==> src/include/tpc_pkg.sv <==
package tpc_pkg;

  localparam int ADDR_W = 18;
  localparam int GR_W = 16;

  // Printed offset is not word aligned, so it is kept as an index
  localparam logic [15:0] CTRL_IDX = 16'hfea2;
  localparam logic [15:0] GRA_IDX = 16'hfea4;
  localparam logic [15:0] GRB_IDX = 16'hfea5;

  localparam logic [7:0] CTRL_RST = 8'h00;
  localparam logic [GR_W-1:0] GR_RST = 16'h0000;

  // Layout of one 4-bit pin field inside the control byte
  localparam int A_LSB = 0;
  localparam int B_LSB = 4;
  localparam int CAP_BIT = 3;
  localparam int INIT_BIT = 2;

  localparam logic [1:0] ACT_OFF = 2'h0;
  localparam logic [1:0] ACT_ZERO = 2'h1;
  localparam logic [1:0] ACT_ONE = 2'h2;
  localparam logic [1:0] ACT_TOGGLE = 2'h3;
  localparam logic [1:0] EDGE_RISE = 2'h0;
  localparam logic [1:0] EDGE_FALL = 2'h1;

  localparam logic [1:0] RESP_OKAY = 2'h0;
  localparam logic [1:0] RESP_SLVERR = 2'h2;

  typedef enum logic [1:0] {
    SEL_NONE = 2'h0,
    SEL_CTRL = 2'h1,
    SEL_GRA = 2'h2,
    SEL_GRB = 2'h3
  } tpc_sel_e;

  typedef struct packed {
    logic awvalid;
    logic [ADDR_W-1:0] awaddr;
    logic wvalid;
    logic [31:0] wdata;
    logic [3:0] wstrb;
    logic bready;
    logic arvalid;
    logic [ADDR_W-1:0] araddr;
    logic rready;
  } tpc_axi_req_s;

  typedef struct packed {
    logic awready;
    logic wready;
    logic bvalid;
    logic [1:0] bresp;
    logic arready;
    logic rvalid;
    logic [31:0] rdata;
    logic [1:0] rresp;
  } tpc_axi_rsp_s;

  typedef struct packed {
    logic s1;
    logic s2;
    logic s3;
    logic lvl;
    logic out;
    logic oe;
  } tpc_pin_state_s;

  localparam tpc_pin_state_s PIN_RST = '0;

endpackage

==> src/tpc_pin_ctl.sv <==
`timescale 1ns/100ps
module tpc_pin_ctl (
  input wire logic clk,
  input wire logic rst,
  input wire logic [3:0] field,
  input wire logic fieldLoad,
  input wire logic match,
  input wire logic pinIn,
  output logic pinOut,
  output logic pinOe,
  output logic capture
);

  tpc_pkg::tpc_pin_state_s q;
  tpc_pkg::tpc_pin_state_s d;
  logic rise;
  logic fall;

  always_comb begin
    d = q;
    d.s1 = pinIn;
    d.s2 = q.s1;
    d.s3 = q.s2;
    // Level only moves once the two later stages agree
    if (q.s2 == q.s3) begin
      d.lvl = q.s3;
    end
    rise = d.lvl & ~q.lvl;
    fall = ~d.lvl & q.lvl;
    capture = 1'b0;
    if (field[tpc_pkg::CAP_BIT]) begin
      // Capture mode releases the pin; the initial-level bit is ignored
      d.oe = 1'b0;
      d.out = 1'b0;
      unique case (field[1:0])
        tpc_pkg::EDGE_RISE: capture = rise;
        tpc_pkg::EDGE_FALL: capture = fall;
        default: capture = rise | fall;
      endcase
    end else begin
      d.oe = (field[1:0] != tpc_pkg::ACT_OFF);
      if (fieldLoad) begin
        d.out = field[tpc_pkg::INIT_BIT];
      end else if (match) begin
        unique case (field[1:0])
          tpc_pkg::ACT_ZERO: d.out = 1'b0;
          tpc_pkg::ACT_ONE: d.out = 1'b1;
          tpc_pkg::ACT_TOGGLE: d.out = ~q.out;
          default: d.out = q.out;
        endcase
      end
    end
  end

  always_ff @(posedge clk) begin
    if (rst) begin
      q <= tpc_pkg::PIN_RST;
    end else begin
      q <= d;
    end
  end

  assign pinOut = q.out;
  assign pinOe = q.oe;

endmodule

==> src/tpc_ch5_io.sv <==
// Behaviour
// - A field 0,0: compare, pin starts low; 00 off, 01 low, 10 high, 11 toggle.
// - A field 0,1: same compare actions, but the A pin starts high.
// - A field upper 1: capture from A pin; 00 rise, 01 fall, 1x both.
// - B field uses the same compare encoding for register B and pin B.
// - B field upper 1: capture counter on B pin edges; bit two ignored.
//
// Local design decision: the AXI4-Lite slave port.
`timescale 1ns/100ps
module tpc_ch5_io (
  input wire logic clk,
  input wire logic rst,
  input wire tpc_pkg::tpc_axi_req_s axiReq,
  output tpc_pkg::tpc_axi_rsp_s axiRsp,
  input wire logic [tpc_pkg::GR_W-1:0] cnt,
  input wire logic cntTick,
  input wire logic pinAIn,
  output logic pinAOut,
  output logic pinAOe,
  input wire logic pinBIn,
  output logic pinBOut,
  output logic pinBOe,
  output logic captureA,
  output logic captureB,
  output logic matchA,
  output logic matchB
);

  typedef struct packed {
    tpc_pkg::tpc_axi_rsp_s rsp;
    logic haveAw;
    logic [tpc_pkg::ADDR_W-1:0] awAddr;
    logic haveW;
    logic [31:0] wData;
    logic [3:0] wStrb;
    logic [7:0] ctrl;
    logic ctrlLoad;
    logic [tpc_pkg::GR_W-1:0] grA;
    logic [tpc_pkg::GR_W-1:0] grB;
    logic capA;
    logic capB;
    logic mA;
    logic mB;
  } tpc_main_state_s;

  tpc_main_state_s q;
  tpc_main_state_s d;
  logic capEvA;
  logic capEvB;
  logic hitA;
  logic hitB;
  logic [3:0] fieldA;
  logic [3:0] fieldB;

  function automatic tpc_pkg::tpc_sel_e regSel(
    input logic [tpc_pkg::ADDR_W-1:0] addr
  );
    logic [15:0] idx;
    idx = addr[tpc_pkg::ADDR_W-1:2];
    if (idx == tpc_pkg::CTRL_IDX) begin
      regSel = tpc_pkg::SEL_CTRL;
    end else if (idx == tpc_pkg::GRA_IDX) begin
      regSel = tpc_pkg::SEL_GRA;
    end else if (idx == tpc_pkg::GRB_IDX) begin
      regSel = tpc_pkg::SEL_GRB;
    end else begin
      regSel = tpc_pkg::SEL_NONE;
    end
  endfunction

  assign fieldA = q.ctrl[tpc_pkg::A_LSB +: 4];
  assign fieldB = q.ctrl[tpc_pkg::B_LSB +: 4];
  assign hitA = cntTick && (cnt == q.grA) && !fieldA[tpc_pkg::CAP_BIT];
  assign hitB = cntTick && (cnt == q.grB) && !fieldB[tpc_pkg::CAP_BIT];

  always_comb begin
    d = q;
    d.ctrlLoad = 1'b0;
    if (axiReq.awvalid && q.rsp.awready) begin
      d.haveAw = 1'b1;
      d.awAddr = axiReq.awaddr;
    end
    if (axiReq.wvalid && q.rsp.wready) begin
      d.haveW = 1'b1;
      d.wData = axiReq.wdata;
      d.wStrb = axiReq.wstrb;
    end
    if (q.rsp.bvalid && axiReq.bready) begin
      d.rsp.bvalid = 1'b0;
    end
    if (q.haveAw && q.haveW && !q.rsp.bvalid) begin
      d.haveAw = 1'b0;
      d.haveW = 1'b0;
      d.rsp.bvalid = 1'b1;
      d.rsp.bresp = tpc_pkg::RESP_OKAY;
      unique case (regSel(q.awAddr))
        tpc_pkg::SEL_CTRL: begin
          if (q.wStrb[0]) begin
            d.ctrl = q.wData[7:0];
            d.ctrlLoad = 1'b1;
          end
        end
        tpc_pkg::SEL_GRA: begin
          if (q.wStrb[0]) d.grA[7:0] = q.wData[7:0];
          if (q.wStrb[1]) d.grA[15:8] = q.wData[15:8];
        end
        tpc_pkg::SEL_GRB: begin
          if (q.wStrb[0]) d.grB[7:0] = q.wData[7:0];
          if (q.wStrb[1]) d.grB[15:8] = q.wData[15:8];
        end
        tpc_pkg::SEL_NONE: d.rsp.bresp = tpc_pkg::RESP_SLVERR;
      endcase
    end
    // Hardware capture wins over a software write in the same cycle
    if (capEvA) d.grA = cnt;
    if (capEvB) d.grB = cnt;
    d.capA = capEvA;
    d.capB = capEvB;
    d.mA = hitA;
    d.mB = hitB;
    if (axiReq.arvalid && q.rsp.arready) begin
      d.rsp.rvalid = 1'b1;
      d.rsp.rresp = tpc_pkg::RESP_OKAY;
      d.rsp.rdata = 32'h0000_0000;
      unique case (regSel(axiReq.araddr))
        tpc_pkg::SEL_CTRL: d.rsp.rdata[7:0] = q.ctrl;
        tpc_pkg::SEL_GRA: d.rsp.rdata[15:0] = q.grA;
        tpc_pkg::SEL_GRB: d.rsp.rdata[15:0] = q.grB;
        tpc_pkg::SEL_NONE: d.rsp.rresp = tpc_pkg::RESP_SLVERR;
      endcase
    end else if (q.rsp.rvalid && axiReq.rready) begin
      d.rsp.rvalid = 1'b0;
    end
    d.rsp.awready = !d.haveAw;
    d.rsp.wready = !d.haveW;
    d.rsp.arready = !d.rsp.rvalid;
  end

  always_ff @(posedge clk) begin
    if (rst) begin
      q <= '0;
      q.ctrl <= tpc_pkg::CTRL_RST;
      q.grA <= tpc_pkg::GR_RST;
      q.grB <= tpc_pkg::GR_RST;
    end else begin
      q <= d;
    end
  end

  tpc_pin_ctl u_pinA (
    .clk(clk),
    .rst(rst),
    .field(fieldA),
    .fieldLoad(q.ctrlLoad),
    .match(hitA),
    .pinIn(pinAIn),
    .pinOut(pinAOut),
    .pinOe(pinAOe),
    .capture(capEvA)
  );

  tpc_pin_ctl u_pinB (
    .clk(clk),
    .rst(rst),
    .field(fieldB),
    .fieldLoad(q.ctrlLoad),
    .match(hitB),
    .pinIn(pinBIn),
    .pinOut(pinBOut),
    .pinOe(pinBOe),
    .capture(capEvB)
  );

  assign axiRsp = q.rsp;
  assign captureA = q.capA;
  assign captureB = q.capB;
  assign matchA = q.mA;
  assign matchB = q.mB;

  property p_initLow;
    @(posedge clk) disable iff (rst)
      q.ctrlLoad && q.ctrl[3:2] == 2'h0 && q.ctrl[1:0] != 2'h0
      |=> pinAOe && !pinAOut;
  endproperty
  a_initLow: assert property (p_initLow)
    else $error("pin A did not start low");

  property p_initHigh;
    @(posedge clk) disable iff (rst)
      q.ctrlLoad && q.ctrl[3:2] == 2'h1 && q.ctrl[1:0] != 2'h0
      |=> pinAOe && pinAOut;
  endproperty
  a_initHigh: assert property (p_initHigh)
    else $error("pin A did not start high");

  property p_toggleA;
    @(posedge clk) disable iff (rst)
      hitA && fieldA[1:0] == 2'h3 && !q.ctrlLoad
      |=> pinAOut != $past(pinAOut);
  endproperty
  a_toggleA: assert property (p_toggleA)
    else $error("pin A did not toggle on match");

  property p_capA;
    @(posedge clk) disable iff (rst)
      capEvA |=> q.grA == $past(cnt) ##0 captureA;
  endproperty
  a_capA: assert property (p_capA)
    else $error("register A missed the captured count");

  property p_noCapA;
    @(posedge clk) disable iff (rst)
      (!fieldA[3] |-> !capEvA) and (fieldA[3] |=> !pinAOe);
  endproperty
  a_noCapA: assert property (p_noCapA)
    else $error("pin A capture in wrong mode");

  property p_matchB;
    @(posedge clk) disable iff (rst)
      hitB && fieldB[1:0] == 2'h2 && !q.ctrlLoad |=> pinBOut ##0 matchB;
  endproperty
  a_matchB: assert property (p_matchB)
    else $error("pin B not driven high on match");

  property p_capB;
    @(posedge clk) disable iff (rst)
      capEvB |-> fieldB[3] ##1 (q.grB == $past(cnt) && !pinBOe);
  endproperty
  a_capB: assert property (p_capB)
    else $error("register B capture wrong");

  property p_initNow;
    @(posedge clk) disable iff (rst)
      q.ctrlLoad && !q.ctrl[7] && q.ctrl[5:4] != 2'h0
      |=> pinBOe && pinBOut == $past(q.ctrl[6]);
  endproperty
  a_initNow: assert property (p_initNow)
    else $error("pin B initial level late");

endmodule

==> config.mk <==
export PLATFORM = sky130hd
export DESIGN_NAME = tpc_ch5_io
export DESIGN_NICKNAME = d
export VERILOG_FILES = /design/src/include/tpc_pkg.sv /design/src/tpc_pin_ctl.sv /design/src/tpc_ch5_io.sv
export SDC_FILE = /design/constraint.sdc
export NUM_CORES = 1
export LEC_CHECK = 0
export ABC_AREA = 1
export BUFFER_PORTS_ARGS = -buffer_cell sky130_fd_sc_hd__buf_2
export CELL_PAD_IN_SITES_DETAIL_PLACEMENT = 0
export CELL_PAD_IN_SITES_GLOBAL_PLACEMENT = 2
export CORE_ASPECT_RATIO = 0.7
export CORE_UTILIZATION = 28
export CTS_CLUSTER_SIZE = 30
export DETAILED_ROUTE_END_ITERATION = 6
export GPL_ROUTABILITY_DRIVEN = 0
export PLACE_DENSITY_LB_ADDON = 0.1
export SLEW_MARGIN = 20
export SYNTH_ARGS = -nofsm -noshare
export SYNTH_HDL_FRONTEND = slang
export SYNTH_SLANG_ARGS = --single-unit
==> constraint.sdc <==
create_clock -name clk -period 2.36 [get_ports clk]
set_clock_uncertainty 0.15 [all_clocks]
set_input_delay 0.236 -clock clk [delete_from_list [all_inputs] [get_ports clk]]
set_output_delay 0.236 -clock clk [all_outputs]
set_load 0.1 [all_outputs]
==> summary.md <==
| Metric | Value |
|---|---|
| CTS tree | `done` |
| Max Slew Vio Count | `0` |
| Initial DRC count | `433` |
| CTS Sinks | `116` |
| Drt pass-1 iters | `4` |
| Fill cell count | `2352` |
| Chip height | `126 microns` |
| Initial Utilization | `29.1%` |
| Vias | `6108` |
| Detail Placement HPWL | `15.4 mm` |
| # DRC | `0` |
| Final Hold Vio Count | `0` |
| Critical-path maximum fanout | `4` |
| Leading area contributor after synthesis | `dfxtp_1` |
| Commonest non-fill, non-tap cell in the layout | `nand2_1` |
| CTS clk-pin slew, worst paths | `0.06 ns` |
| Register area share after synthesis | `37.9%` |
| Area Overhead vs Synth | `29.5%` |
| Reg2reg path depth | `13` |
| Core Footprint | `21100 sq um` |
| Largest net degree at the start of global routing | `61` |
| Nets | `1167` |
| Min-delay worst type | `in -> reg` |
| Startpoint type of the worst setup path | `flop` |
| H-Tree Depth | `4` |
| Worst Setup EP | `q[22]$_SDFFE_PP0P_` |
| Final ANT Viol Nets | `0` |
| Std-Cell Rows | `44` |
| First-pass GRT wire length | `32.3 mm` |
| Final period util | `95.4%` |
| Peak supply drop | `0.480 mV` |
| Worst-margin pin slew | `0.733 ns` |
| CP Capture Type | `flop` |
| Commonest non-fill, non-tap cells in the layout | `nand2_1, nor2_1, dfxtp_1` |
| Share of cells above drive strength 1 | `16.8%` |
| Tmin final | `2.25 ns` |
| Vias per cell | `4.51` |
| Final WL | `21.4 mm` |
| Average wire per standard cell | `15.8 microns` |
| WS Path Type | `reg -> reg` |
| Initial antenna violation count | `0` |
| Number of global-route vias before repair | `5747` |
| Max Fclk | `444 MHz` |
| Endpoints failing setup | `0` |
| Die W | `179 microns` |
| Root Buffer | `clkbuf_16` |
| FF-to-FF setup slack | `0.11 ns` |
| Top Ports | `147` |
| Outcome | `complete, no violations` |
| Post-Syn Instances | `937` |
| Tot GR Track Use | `19.1%` |
| Synth top area cells | `dfxtp_1, nand2_1, nor2_1` |
| WP data required | `2.48 ns` |
| Congestion Overflow GR | `0` |
| Final cell count without fillers | `1354` |
| Post-synth cell types | `35` |
| CTS Buf Count | `17` |
| Max Cap Viol | `0` |
| Ys Warns | `0` |
| Slew HR | `51.1%` |
| Clock buffer depth | `2` |
| Port bufs | `106` |
| Setup TNS | `0 ns` |
| Hold WS | `0.0260 ns` |
| FF+latch count, synth | `116` |
| Placed cell count | `1276` |
| Synthesized area per cell | `6.54 sq um` |
| LEAKAGE | `3.60 nW` |
| ANT cells | `0` |
| Total power per unit cell area | `705 nW/um^2` |
| Top cell type's share of synthesized area | `37.9%` |
| Crit path arrival time | `2.37 ns` |
| Clk Latency, worst-skew pair | `0.42 ns` |
| Launching point of the worst reg2reg path | `u_pinA.q[2]$_SDFF_PP0_` |
| Reg2reg end | `q[22]$_SDFFE_PP0P_` |
| Synthesized area | `6130 sq um` |
| PnR Total Power | `0.00560 W` |
| Die Area | `22500 sq um` |
| Crit path launch | `u_pinA.q[2]$_SDFF_PP0_` |
## critical path: stages, from the launching register on
cell,delay (ns)
dfxtp_1,0.34
nand2_1,0.06
nand2_1,0.05
o21a_1,0.14
inv_1,0.06
ha_1,0.32
a21oi_4,0.16
buf_4,0.15
o221ai_2,0.16
buf_4,0.19
nand2_1,0.08
o21ai_0,0.10
nand2_1,0.08
a21oi_1,0.06
## kinds of logic (layout without fill, tap and decap cells)
family | count (synthesis) | in the layout | share of synthesized area, %
adder cells (fa/ha/maj) | 4 | 4 | 0.817
AND/OR/NAND/NOR | 487 | 487 | 33.7
XOR/XNOR | 4 | 4 | 0.572
flip-flops | 116 | 116 | 37.9
other | 1 | 18 | 0.0612
buffers and inverters | 176 | 299 | 13.9
AO/OA/AOI/OAI | 149 | 150 | 13.0
## routing by layer
layer	track usage, %	up-vias	share of wire, %
li1	-	3185	-
met4	5.08	0	1.4
met3	3.93	20	4.1
met1	30.4	2758	56
met5	0	-	0
met2	24.9	145	38
## layout make-up
type,instances,area [sq um],share of cell area (%)
multi-input combinational,663,3090,38.9
clock inverter,13,200,2.52
timing repair buffer,167,1170,14.8
inverter,100,375,4.73
clock buffer,19,433,5.45
tap,276,345,4.35
sequential,116,2320,29.3
## metrics by stage
step	setup slack (ns)	area [sq um]	util, %
final	0.108	7940	37.6
after global routing	-0.0394	7940	37.6
after CTS	0.0144	7770	36.9
after detailed placement	0.0309	6770	32.1
after global placement	0.0672	6770	32.1
after floorplan	0.413	6190	-
## worst min path at each step
stage / startpoint / to / slack, ns / depth (start not counted)
after CTS: axiReq[40] / q[64]$_SDFFE_PP0P_ / 0.0004 / 3
final: axiReq[40] / q[64]$_SDFFE_PP0P_ / 0.03 / 3
after global placement: u_pinA.d[4]$_SDFF_PP0_ / u_pinA.d[3]$_SDFF_PP0_ / 0.24 / 2
after global routing: axiReq[40] / q[64]$_SDFFE_PP0P_ / 0.04 / 3
after floorplan: pinAIn / u_pinA.d[4]$_SDFF_PP0_ / 0.19 / 2
after detailed placement: u_pinB.d[4]$_SDFF_PP0_ / u_pinB.d[3]$_SDFF_PP0_ / 0.25 / 2
## state kept, by name, summed over array words and instances, names as in the netlist
signal         count
q                 69
axiRsp            23
fieldA             4
fieldB             4
u_pinA.d           2
u_pinA.q           2
u_pinB.d           2
u_pinB.q           2
captureA           1
captureB           1
matchA             1
matchB             1
u_pinA.pinOe       1
u_pinA.pinOut      1
u_pinB.pinOe       1
u_pinB.pinOut      1
## synth_stat cells
cell,n
nor2_1,171
nor3b_1,3
nor4_1,2
o2111a_1,1
nand2_4,1
a211oi_1,8
nor3_2,1
nand4_1,13
nand3b_1,2
and2_1,1
buf_4,44
nand2_1,219
o221ai_2,2
xnor2_1,4
buf_2,7
clkbuf_1,22
inv_1,95
dfxtp_1,116
o21a_1,3
conb_1,1
nor2_2,2
buf_6,2
nor4_4,1
clkinv_1,5
and2_4,1
nand3_2,4
clkbuf_4,1
ha_1,4
nor3_1,4
a21oi_1,44
o21ai_0,91
nand3_1,58
nand4_2,2
nand2_2,1
nor3_4,1
## repair_timing
item / CTS / global route
resized for setup: 0 / 7
setup buffers: 0 / 5
setup endpoints to repair: 0 / 32
endpoints found under the hold margin: 38 / 0
hold buffers: 37 / 0
## power by group
group / leakage (nW) / internal (W) / total, W / switching, W
clock: 0.304 / 0.00179 / 0.00281 / 0.00102
sequential: 0.944 / 0.00203 / 0.00208 / 0.0000526
combinational: 2.36 / 0.000202 / 0.000706 / 0.000504
total: 3.60 / 0.00402 / 0.00560 / 0.00158
No activity file was read; power rests on OpenSTA's default activity.
